File: config.mk
export PLATFORM = sky130hd
export DESIGN_NAME = lsb_top
export DESIGN_NICKNAME = d
export VERILOG_FILES = /design/src/shared/lsb_pkg.sv /design/src/shared/lsb_ch_if.sv /design/src/logic/lsb_channel.sv /design/src/logic/lsb_top.sv
export SDC_FILE = /design/constraint.sdc
export NUM_CORES = 1
export LEC_CHECK = 0
export BUFFER_PORTS_ARGS = -buffer_cell sky130_fd_sc_hd__clkbuf_2
export CORE_MARGIN = 2
export CORE_UTILIZATION = 55
export DETAILED_ROUTE_END_ITERATION = 7
export PLACE_DENSITY = 0.78
export SETUP_SLACK_MARGIN = 0.05
export SLEW_MARGIN = 0
export SYNTH_ARGS = -nofsm -noshare
export SYNTH_HDL_FRONTEND = slang
export SYNTH_HIERARCHICAL = 1
export SYNTH_SLANG_ARGS = --single-unit
File: constraint.sdc
create_clock -name clk_in -period 4.1 [get_ports clk_in]
set_input_delay 1.23 -clock clk_in [delete_from_list [all_inputs] [get_ports clk_in]]
set_output_delay 1.23 -clock clk_in [all_outputs]
set_load 0.005 [all_outputs]
File: src/shared/lsb_pkg.sv
// package of constants and types for the led sink blink control block
package lsb_pkg;
  localparam int NUM_CH = 2;
  localparam int BRT_W = 5;
  localparam int RANGE_W = 2;
  localparam int CODE_W = 4;
  // root clock: 32 Hz nominal, derived from the 200 MHz system clock
  localparam longint CLK_HZ = 200000000;
  localparam longint ROOT_HZ = 32;
  localparam int ROOT_DIV = int'(CLK_HZ / ROOT_HZ);
  localparam int DIV_W = 23;
  // range select encodings, full scale in units of 0.1 mA
  localparam logic [1:0] RANGE_OFF = 2'h0;
  localparam logic [1:0] RANGE_3M2 = 2'h1;
  localparam logic [1:0] RANGE_6M4 = 2'h2;
  localparam logic [1:0] RANGE_12M8 = 2'h3;
  localparam logic [7:0] FS_3M2 = 8'h20;
  localparam logic [7:0] FS_6M4 = 8'h40;
  localparam logic [7:0] FS_12M8 = 8'h80;
  localparam int PERIOD_STEP = 16;
  // register byte offsets
  localparam logic [11:0] OFS_CH0_CTRL = 12'h000;
  localparam logic [11:0] OFS_CH1_CTRL = 12'h004;
  localparam logic [11:0] OFS_STATUS = 12'h008;
  localparam logic [11:0] OFS_ROOTDIV = 12'h00C;
  // control word fields
  localparam int F_BRT_LSB = 0;
  localparam int F_RANGE_LSB = 8;
  localparam int F_PER_LSB = 16;
  localparam int F_DUTY_LSB = 24;
  localparam int F_EN_BIT = 31;
  localparam logic [31:0] CTRL_RST = 32'h0000_0000;
  typedef struct packed {
    logic en;
    logic [BRT_W-1:0] brt;
    logic [RANGE_W-1:0] range_sel;
    logic [CODE_W-1:0] period;
    logic [CODE_W-1:0] duty;
  } lsb_ch_cfg_s;
endpackage : lsb_pkg

File: src/shared/lsb_ch_if.sv
// interface between the control top and one blink channel
`timescale 1ns/100ps
interface lsb_ch_if;
  lsb_pkg::lsb_ch_cfg_s cfg;
  logic tick;
  logic on;
  logic [7:0] level;
  logic [7:0] phase;
  modport ctrl (output cfg, output tick, input on, input level, input phase);
  modport chan (input cfg, input tick, output on, output level, output phase);
endinterface : lsb_ch_if

File: src/logic/lsb_channel.sv
// one sink channel: blink counter and current level decode
`timescale 1ns/100ps
module lsb_channel
(
  input wire logic clk_in,
  input wire logic rst_b_in,
  lsb_ch_if.chan ch
);
  logic [7:0] phase;
  logic on;
  logic [7:0] level;
  logic [7:0] last_cnt;
  logic [8:0] on_len;
  logic [7:0] fs;
  logic [12:0] prod;

  // period is (code+1) * 16 root ticks
  assign last_cnt = {ch.cfg.period, 4'hF};
  // on-time is (duty+1)/16 of the period; all ones covers it fully
  assign on_len = 9'({1'b0, ch.cfg.duty} + 5'h01) * 9'(ch.cfg.period + 5'h01);

  always_ff @(posedge clk_in or negedge rst_b_in)
  begin
    if (!rst_b_in)
      phase <= 8'h00;
    else if (!ch.cfg.en)
      phase <= 8'h00;
    else if (ch.tick)
    begin
      if (phase >= last_cnt)
        phase <= 8'h00;
      else
        phase <= phase + 8'h01;
    end
  end

  // on-window is duty+1 steps of period/16 from start of each period
  always_ff @(posedge clk_in or negedge rst_b_in)
  begin
    if (!rst_b_in)
      on <= 1'b0;
    else
      on <= ch.cfg.en && ({1'b0, phase} < on_len);
  end

  always_comb
  begin
    case (ch.cfg.range_sel)
      lsb_pkg::RANGE_3M2: fs = lsb_pkg::FS_3M2;
      lsb_pkg::RANGE_6M4: fs = lsb_pkg::FS_6M4;
      lsb_pkg::RANGE_12M8: fs = lsb_pkg::FS_12M8;
      default: fs = 8'h00;
    endcase
  end

  // equal steps: (code+1)/32 of full scale, in 0.1 mA units
  assign prod = 13'({3'h0, ch.cfg.brt} + 8'h01) * 13'(fs);

  always_ff @(posedge clk_in or negedge rst_b_in)
  begin
    if (!rst_b_in)
      level <= 8'h00;
    else
      level <= on ? prod[12:5] : 8'h00;
  end

  assign ch.on = on;
  assign ch.level = level;
  assign ch.phase = phase;
endmodule : lsb_channel

File: src/logic/lsb_top.sv
// apb register file, root tick divider and two sink channels
//
// Summary of operation
// 5-bit brightness code sets sink current in equal steps to full scale.
// range 01/10/11 select 3.2/6.4/12.8 mA full scale.
// blink period is (code+1) times 16 root ticks, 16 to 256.
// on-time is (duty+1) sixteenths of the period.
// duty all ones keeps the sink on the whole period.
// each channel counts root ticks; on from period start for on-time.
`timescale 1ns/100ps
module lsb_top
(
  input wire logic clk_in,
  input wire logic rst_b_in,
  input wire logic psel_in,
  input wire logic penable_in,
  input wire logic pwrite_in,
  input wire logic [11:0] paddr_in,
  input wire logic [31:0] pwdata_in,
  output logic [31:0] prdata_out,
  output logic pready_out,
  output logic pslverr_out,
  output logic [1:0] sink_on_out,
  output logic [7:0] sink0_level_out,
  output logic [7:0] sink1_level_out,
  output logic root_tick_out
);
  logic [31:0] ctrl [lsb_pkg::NUM_CH];
  logic [lsb_pkg::DIV_W-1:0] div_max;
  logic [lsb_pkg::DIV_W-1:0] div_cnt;
  logic tick;
  logic wr_en;
  logic rd_en;
  logic [1:0] on_v;
  logic [7:0] lvl [lsb_pkg::NUM_CH];
  logic [7:0] ph [lsb_pkg::NUM_CH];

  function automatic logic ofs_is_ctrl(input logic [11:0] a);
    ofs_is_ctrl = (a == lsb_pkg::OFS_CH0_CTRL) ||
      (a == lsb_pkg::OFS_CH1_CTRL);
  endfunction : ofs_is_ctrl

  function automatic logic ofs_valid(input logic [11:0] a);
    ofs_valid = ofs_is_ctrl(a) || (a == lsb_pkg::OFS_STATUS) ||
      (a == lsb_pkg::OFS_ROOTDIV);
  endfunction : ofs_valid

  // zero-wait slave; unmapped addresses answer with pslverr
  assign pready_out = 1'b1;
  assign wr_en = psel_in && penable_in && pwrite_in;
  assign rd_en = psel_in && !penable_in && !pwrite_in;

  always_ff @(posedge clk_in or negedge rst_b_in)
  begin
    if (!rst_b_in)
      pslverr_out <= 1'b0;
    else
      pslverr_out <= psel_in && !penable_in && !ofs_valid(paddr_in);
  end

  generate
    for (genvar i = 0; i < lsb_pkg::NUM_CH; i++)
    begin : g_ch
      lsb_ch_if chif ();
      always_ff @(posedge clk_in or negedge rst_b_in)
      begin
        if (!rst_b_in)
          ctrl[i] <= lsb_pkg::CTRL_RST;
        else if (wr_en && paddr_in == 12'(4 * i))
          ctrl[i] <= pwdata_in;
      end
      assign chif.cfg.en = ctrl[i][lsb_pkg::F_EN_BIT];
      assign chif.cfg.brt = ctrl[i][lsb_pkg::F_BRT_LSB +: lsb_pkg::BRT_W];
      assign chif.cfg.range_sel =
        ctrl[i][lsb_pkg::F_RANGE_LSB +: lsb_pkg::RANGE_W];
      assign chif.cfg.period =
        ctrl[i][lsb_pkg::F_PER_LSB +: lsb_pkg::CODE_W];
      assign chif.cfg.duty =
        ctrl[i][lsb_pkg::F_DUTY_LSB +: lsb_pkg::CODE_W];
      assign chif.tick = tick;
      assign on_v[i] = chif.on;
      assign lvl[i] = chif.level;
      assign ph[i] = chif.phase;
      lsb_channel u_ch
      (
        .clk_in(clk_in),
        .rst_b_in(rst_b_in),
        .ch(chif.chan)
      );
    end
  endgenerate

  // root divider is writable so simulation can shorten the 32 Hz tick
  always_ff @(posedge clk_in or negedge rst_b_in)
  begin
    if (!rst_b_in)
      div_max <= lsb_pkg::DIV_W'(lsb_pkg::ROOT_DIV - 1);
    else if (wr_en && paddr_in == lsb_pkg::OFS_ROOTDIV)
      div_max <= pwdata_in[lsb_pkg::DIV_W-1:0];
  end

  always_ff @(posedge clk_in or negedge rst_b_in)
  begin
    if (!rst_b_in)
      div_cnt <= '0;
    else if (div_cnt >= div_max)
      div_cnt <= '0;
    else
      div_cnt <= div_cnt + 1'b1;
  end

  always_ff @(posedge clk_in or negedge rst_b_in)
  begin
    if (!rst_b_in)
      tick <= 1'b0;
    else
      tick <= (div_cnt >= div_max);
  end

  // read data registered in setup phase, stable through access
  always_ff @(posedge clk_in or negedge rst_b_in)
  begin
    if (!rst_b_in)
      prdata_out <= 32'h0000_0000;
    else if (rd_en)
    begin
      if (paddr_in == lsb_pkg::OFS_CH0_CTRL)
        prdata_out <= ctrl[0];
      else if (paddr_in == lsb_pkg::OFS_CH1_CTRL)
        prdata_out <= ctrl[1];
      else if (paddr_in == lsb_pkg::OFS_STATUS)
        prdata_out <= {14'h0000, on_v, ph[1], ph[0]};
      else if (paddr_in == lsb_pkg::OFS_ROOTDIV)
        prdata_out <= {9'h000, div_max};
      else
        prdata_out <= 32'h0000_0000;
    end
  end

  assign sink_on_out = on_v;
  assign sink0_level_out = lvl[0];
  assign sink1_level_out = lvl[1];
  assign root_tick_out = tick;
endmodule : lsb_top

==> results of run 1 <==
logic make-up after synthesis:
kind of cell    after synthesis  synth area share (%)
buf+inv                     128                 4.835
simple gates                314                 14.14
xor+xnor                     65                 5.000
mux                          93                 10.95
other cells                   1               0.03294
compound gates              148                 8.352
fa+ha+maj                   144                 17.41
flops                       178                 39.29
how the worst max path moves through the flow:
stage | slack (ns) | cells past startpoint | end
finish | 0.02 | 15 | g_ch[1].u_ch/ch.on$_DFF_PN0_
global route | -0.16 | 17 | g_ch[0].u_ch/ch.on$_DFF_PN0_
CTS | -0.09 | 15 | g_ch[1].u_ch/ch.on$_DFF_PN0_
detailed placement | -0.09 | 15 | g_ch[1].u_ch/ch.on$_DFF_PN0_
global placement | 0.01 | 16 | g_ch[1].u_ch/ch.on$_DFF_PN0_
floorplan | 0.05 | 15 | g_ch[0].u_ch/ch.on$_DFF_PN0_
layer usage:
layer / GRT usage [%] / vias up
met5: 0 / -
li1: - / 4013
met3: 5.525 / 50
met4: 9.429 / 0
met1: 32.06 / 4312
met2: 44.30 / 239
worst max-delay path, stage by stage, from the launching register on:
cell	delay [ns]
dfrtp_2	0.43
ha_4	0.18
xnor2_2	0.13
or2_4	0.25
fa_1	0.48
fa_1	0.50
fa_1	0.52
inv_2	0.05
ha_4	0.23
a211oi_2	0.24
o21ai_1	0.10
ha_1	0.31
a211o_1	0.28
a21oi_2	0.12
o21bai_1	0.08
a21boi_1	0.12
layout make-up:
cell class | instances | area, sq um | area share [%]
Sequential cell | 178 | 4481 | 34.15
Multi-Input combinational cell | 765 | 6523 | 49.71
Clock buffer | 17 | 425.4 | 3.242
Inverter | 94 | 352.8 | 2.689
Clock inverter | 15 | 171.4 | 1.306
Timing Repair Buffer | 140 | 830.8 | 6.332
Tap cell | 270 | 337.8 | 2.575
sequential cells by signal, indices dropped and copies added (netlist names):
| name | cells |
|---|---|
| ctrl | 64 |
| div_cnt | 23 |
| div_max | 23 |
| pslverr_out | 1 |
| prdata_out | 32 |
| g_ch.u_ch/ch.level | 16 |
| root_tick_out | 1 |
| g_ch.u_ch/ch.on | 2 |
| g_ch.u_ch/ch.phase | 16 |
cell usage in the layout, fill, tap and decap left out, drive strengths merged, types with 10 or more instances in the layout:
cell type  count
clkbuf       116
fa            24
nand3         37
and2          13
nand2         69
dfstp         15
ha           120
buf           41
o21ai         60
dfrtp        163
xor2          14
nor4          10
nand4         33
a21oi         28
xnor2         51
mux4          18
nand2b        11
inv           98
nor2         100
nor3          12
clkinv        10
mux2          72
power groups by stage:
stage,logic (uW),clock network [uW],registers [uW]
2_1_floorplan,52.7,0,1790
3_3_place_gp,144,0,1790
3_5_place_dp,146,0,1790
4_1_cts,147,1650,1760
5_1_grt,159,1710,1760
6_report,144,1620,1760
what timing repair did:
action | CTS | global route
gates resized for setup | 9 | 9
buffers inserted | 2 | 0
pin swaps | 20 | 8
setup endpoints to repair | 2 | 2
per-stage QoR:
stage / hold slack, ns / std cells / cell area [sq um] / util, %
6_report: 0.4796 / 1479 / 13120 / 64.64
5_1_grt: 0.4969 / 1479 / 13120 / 64.64
4_1_cts: 0.4872 / 1479 / 13100 / 64.51
3_5_place_dp: 0.4696 / 1445 / 12460 / 61.40
3_3_place_gp: 0.4605 / 1445 / 12460 / 61.40
2_1_floorplan: 0.4521 / 1071 / 11520 / -
==> summary.txt, run 1 <==
Floorplanning
  • # IOs: roughly 100
  • DIE AREA: between 20000 and 25000 sq um
  • Die width: approximately 150 microns
  • Row cnt: 52
  • DIE HEIGHT: between 100 and 150 microns
  • Core footprint: about 20000 sq um
  • Initial core utilization: between 50% and 60%

Cells and area
  • Share of cells above drive strength 1: between 20 and 30%
  • Area delta synth->final: 15.24%
  • # diodes: 0
  • Fin nets: roughly 1400
  • Fillers: approximately 1600

Global route
  • First-pass GRT wire length: about 44000 microns
  • GRT Total Usage: between 20% and 30%
  • Vias in the first global route: between 8000 and 9000
  • Largest net degree at the start of global routing: 61
  • Initial antenna violation count: 1
  • Total gr overflow: 0

STA
  • Slew headroom: between 50 and 60%
  • Max Slew Vio Count: 0
  • RSZ-0062 raised after global routing: yes
  • Setup TNS: 0 ns
  • Worst Clk Skew: approximately 0.012 ns
  • Peak Freq: roughly 240 MHz
  • Minimum clock period: between 4 and 5 ns
  • Final Hold Fails: 0
  • Final Setup Violations: 0
  • Crit share post-route: between 90% and 100%
  • Worst slew pin tran: approximately 0.72 ns
  • Final setup margin: between 0.015 and 0.02 ns

Setup path
  • Crit. End Element: flop
  • CP Launch Type: flop
  • CP Max Fanout: 4
  • R2r setup slk: 0.02 ns
  • RR Startpoint: ctrl[16]$_DFFE_PN0P_
  • Data arrival, critical path: 4.45 ns
  • R2r endpoint: g_ch[1].u_ch/ch.on$_DFF_PN0_
  • Worst R2R Path Depth: 15
  • Critical path launch point: ctrl[16]$_DFFE_PN0P_
  • Worst Path Required: roughly 4.5 ns
  • Worst Path Class, Setup: reg2reg

Power
  • PwrDens: 268.2 nW/um^2
  • Switching fraction of total power: between 20% and 30%
  • Peak supply drop: about 0.00027 V
  • Logic pwr share: 4.1%
  • Pint: roughly 2600 uW
  • Share of total power in the clock network: a little under half
  • Static leakage: 0.006610 uW
  • Seq pwr share: 50.0%
  • Switching pwr: about 900 uW
  • Power, Total: roughly 3500 uW

Detailed routing
  • M1 WL: roughly 11000 microns
  • 1st-iter DRT viols: approximately 550
  • DRT Wirelength: between 20000 and 30000 microns
  • Top Layer Used: met4
  • # DRC: 0
  • WL/cell: ~18 microns
  • ANT nets after route: 0
  • WL met3: approximately 1600 microns
  • WL met2: 13290 microns
  • Vias per cell: 5.824
  • DR vias: roughly 8600
  • Drt pass-1 iters: 7

Clock network
  • Worst-case clock buffer depth: 2
  • TritonCTS Buffers: 17
  • Reg clk slew, reported paths: about 0.080 ns
  • Hold Buf Count CTS: 0
  • # clock sinks: 178
  • TritonCTS clock tree: yes
  • H-tree depth: 4
  • Clk_lat worst skew: between 0.4 and 0.5 ns
  • CTS root buffer: clkbuf_16

Logic synthesis
  • Synthesized Nets: roughly 1300
  • Synth Flop Type: dfrtp_1
  • Syn. warnings: 6
  • Area leader, netlist: dfrtp_1
  • Post-synth EDFFs: 0
  • Post-Syn Area: approximately 11000 sq um
  • Largest cells by area after synthesis: dfrtp_1 36%, ha_1 13%, mux2_2 6.8%
  • Synth cell count leaders: 163 x dfrtp_1, 120 x ha_1, 100 x nor2_1
  • Share of the synthesized area in the top cell type: between 30% and 40%
  • Top-count cell post-synth: dfrtp_1
  • #FFs+latches synth: 178
  • Sequential-to-total area share from yosys stat: about two fifths
  • Post-synth cell types: 62
  • FFs w/ async S/R, synth: 100.0%
  • Synth Instances: roughly 1100
  • Post-Syn Area per Cell: around 11 sq um

Place
  • Routability cong.: between 0.9 and 1
  • DP HPWL: approximately 20000 microns
  • Pre-CTS setup slack: -0.08788 ns
  • I/O Buffers: 100

Worst hold path
  • Hold WC Path Type: reg2reg
  • Hold Path End: prdata_out[8]$_DFFE_PN0P_
  • Hold path depth: 2
  • Critical hold path startpoint: prdata_out[8]$_DFFE_PN0P_

Run
  • Max_cap viols: 0

Run status
  • Outcome: finished clean
No activity file was read; power rests on OpenSTA's default activity.
==> inputs of run 2 (changes only) <==
- BUFFER_PORTS_ARGS: -buffer_cell sky130_fd_sc_hd__clkbuf_2 -> -buffer_cell sky130_fd_sc_hd__buf_4
- MAX_ROUTING_LAYER: unset -> met4
- TNS_END_PERCENT: unset -> 30
==> run 2 against run 1 <==
The flow now finishes with violations (setup timing). Critical path depth unchanged. Setup slack got worse by 0.018 ns. Cell count shrank 0.41%. Via count shrank 1.8%. Sequential cell count stayed put. Critical endpoint unchanged.
==> summary.txt, run 2 (same netlist as run 1, synthesis figures left out) <==
Global route
  • GRT Total Usage: 26.41% (+0.68 points)
  • First-pass GRT wire length: 44340 microns (-0.20%)
  • Grt met2 use: 44.21% (-0.093 points)
  • Initial antenna violation count: 0 (-1)
  • Gr busiest metal: met2
  • Vias in the first global route: 8673 (-3.1%)
  • Largest net degree at the start of global routing: 86 (+41%)
  • Met1 usage: 33.46% (+1.4 points)
  • Total gr overflow: 0 (unchanged)
  • Met3 GRT Util: 4.383% (-1.1 points)

Floorplanning
  • Row cnt: 52 (unchanged)
  • # IOs: 102 (unchanged)
  • Initial core utilization: 56.09% (unchanged)
  • Die width: 147.9 microns (unchanged)
  • DIE HEIGHT: 147.9 microns (unchanged)
  • DIE AREA: 21870 sq um (unchanged)
  • Core footprint: 20300 sq um (unchanged)

Clock network
  • Reg clk slew, reported paths: 0.07 ns (about the same)
  • CTS root buffer: clkbuf_16
  • TritonCTS Buffers: 17 (unchanged)
  • # clock sinks: 178 (unchanged)
  • H-tree depth: 4 (unchanged)
  • Worst-case clock buffer depth: 2 (unchanged)
  • Clk_lat worst skew: 0.43 ns (about the same)
  • TritonCTS clock tree: yes

Power
  • PwrDens: 267.3 nW/um^2 (-0.34%)
  • Static leakage: 0.006675 uW (+0.99%)
  • Peak supply drop: 0.0002501 V (-8.6%)

Setup path
  • Data arrival, critical path: 4.46 ns (about the same)
  • CP Max Fanout: 6 (+2)
  • Worst Path Required: 4.46 ns (about the same)
  • RR Startpoint: ctrl[18]$_DFFE_PN0P_
  • CP Launch Type: flop
  • Worst R2R Path Depth: 15 (unchanged)
  • Worst Path Class, Setup: reg2reg
  • R2r setup slk: -0.002 ns (-0.02 ns)
  • Crit. End Element: flop
  • R2r endpoint: g_ch[1].u_ch/ch.on$_DFF_PN0_

Cells and area
  • Largest Register: ctrl
  • Commonest non-fill, non-tap cell in the layout: dfrtp_1
  • Leading cell types in the layout, fill and taps excluded: 158 x dfrtp_1, 130 x buf_4, 114 x ha_1
  • Footprint of the multi-input gates: 6533 sq um (+0.15%)
  • Fillers: 1491 (-5.8%)
  • Share of cells above drive strength 1: 26.35% (-0.45 points)
  • Non-filler cells, final: 1473 (-0.41%)
  • Fin nets: 1384 (-0.36%)
  • Regs by FF count: ctrl: 64 flops, prdata_out: 32 flops
  • Largest register FFs: 64 (unchanged)
  • Register area: 4479 sq um (about the same)
  • Area delta synth->final: 17.08%
  • # diodes: 0 (unchanged)

STA
  • Slew headroom: 45.50% (-6.2 points)
  • Peak Freq: 243.8 MHz (-0.45%)
  • RSZ-0062 raised after global routing: yes
  • Worst hold margin: 0.4841 ns (+0.004559 ns)
  • Worst slew pin tran: 0.8139 ns (+0.08963 ns)
  • Setup TNS: -0.001570 ns (-0.001570 ns)
  • Minimum clock period: 4.102 ns (+0.01826 ns)
  • Final Setup Violations: 1 (+1)
  • Worst Clk Skew: 0.01004 ns (-0.001702 ns)
  • Max Slew Vio Count: 0 (unchanged)
  • Final Hold Fails: 0 (unchanged)
  • Final setup margin: -0.001570 ns (-0.01826 ns)
  • Crit share post-route: 100.0% (+0.45 points)

Worst hold path
  • Hold WC Path Type: reg2reg
  • Hold path depth: 2 (unchanged)
  • Hold Path End: prdata_out[7]$_DFFE_PN0P_
  • Critical hold path startpoint: prdata_out[7]$_DFFE_PN0P_

Run
  • Max_cap viols: 0 (unchanged)

Run status
  • Outcome: finished, violations left
  • Failing checks: setup timing

Place
  • Routability cong.: 0.8917 (-3.4%)
  • Pre-CTS setup slack: -0.06146 ns (+0.02642 ns)
  • I/O Buffers: 100 (unchanged)
  • Dpl cells: 1440 (-0.35%)
  • DP HPWL: 19620 microns (-3.2%)

Detailed routing
  • # DRC: 0 (unchanged)
  • 1st-iter DRT viols: 631 (+16%)
  • ANT nets after route: 0 (unchanged)
  • DR vias: 8462 (-1.8%)
  • Drt pass-1 iters: 7 (unchanged)
  • Vias per cell: 5.745 (-1.4%)
  • WL/cell: 18.16 microns (+0.48%)
  • DRT Wirelength: 26760 microns (about the same)
run 2: cell types whose count changed in the layout (fill, tap and decap cells not counted), sizes merged:
| cell | previous run | this run |
|---|---|---|
| bufinv | 0 | 2 |
| inv | 98 | 101 |
| clkinvlp | 1 | 0 |
| clkbuf | 116 | 18 |
| clkinv | 10 | 4 |
| buf | 41 | 135 |
run 2: critical path: stages, from the launching register on:
cell	delay [ns]
dfrtp_1	0.52
nand3_1	0.18
xnor2_2	0.18
nand2b_1	0.16
fa_1	0.47
fa_1	0.52
fa_1	0.51
inv_2	0.05
ha_4	0.25
a211oi_2	0.21
o21ai_1	0.12
ha_1	0.31
a211o_1	0.26
a21oi_1	0.11
o21bai_1	0.07
a21boi_1	0.11
run 2: how the worst max path moves through the flow:
stage | start | end | cells past startpoint
4_1_cts | ctrl[25]$_DFFE_PN0P_ | g_ch[1].u_ch/ch.on$_DFF_PN0_ | 15
2_1_floorplan | ctrl[56]$_DFFE_PN0P_ | g_ch[0].u_ch/ch.on$_DFF_PN0_ | 15
3_5_place_dp | ctrl[24]$_DFFE_PN0P_ | g_ch[1].u_ch/ch.on$_DFF_PN0_ | 16
3_3_place_gp | ctrl[24]$_DFFE_PN0P_ | g_ch[1].u_ch/ch.on$_DFF_PN0_ | 16
5_1_grt | ctrl[49]$_DFFE_PN0P_ | g_ch[0].u_ch/ch.on$_DFF_PN0_ | 17
6_report | ctrl[18]$_DFFE_PN0P_ | g_ch[1].u_ch/ch.on$_DFF_PN0_ | 15
run 2: area by class of cell:
type                            instances  area share [%]
Timing Repair Buffer                  135           7.875
Tap cell                              270           2.534
Multi-Input combinational cell        765           49.01
Clock buffer                           18           3.219
Inverter                               94           2.647
Sequential cell                       178           33.60
Clock inverter                         13           1.117
run 2: per-layer routing:
metal	up-vias	share of wire, %	wire length [microns]
met5	-	0	0
met4	0	2.0	528
met2	236	51	13610
li1	3999	-	-
met1	4186	42	11330
met3	41	4.8	1282
run 2: power by group:
part / leakage, uW / internal, uW / switching [uW] / total [uW]
clock: 0.000291 / 911 / 737 / 1650
combinational: 0.00401 / 60.5 / 94.7 / 155
sequential: 0.00237 / 1760 / 1.34 / 1760
total: 0.00667 / 2730 / 833 / 3560
run 2: stage by stage:
stage	total power (uW)	util, %	cell area [sq um]
final	3563	65.67	13330
after global routing	3676	65.67	13330
after CTS	3589	65.39	13270
after detailed placement	1950	62.49	12690
after global placement	1949	62.49	12690
after floorplan	1845	-	11520
run 2: what timing repair did:
item,CTS,global route
pin swaps,8,17
setup endpoints to repair,2,2
setup buffers,0,2
resized for setup,5,10
hold buffers,0,0
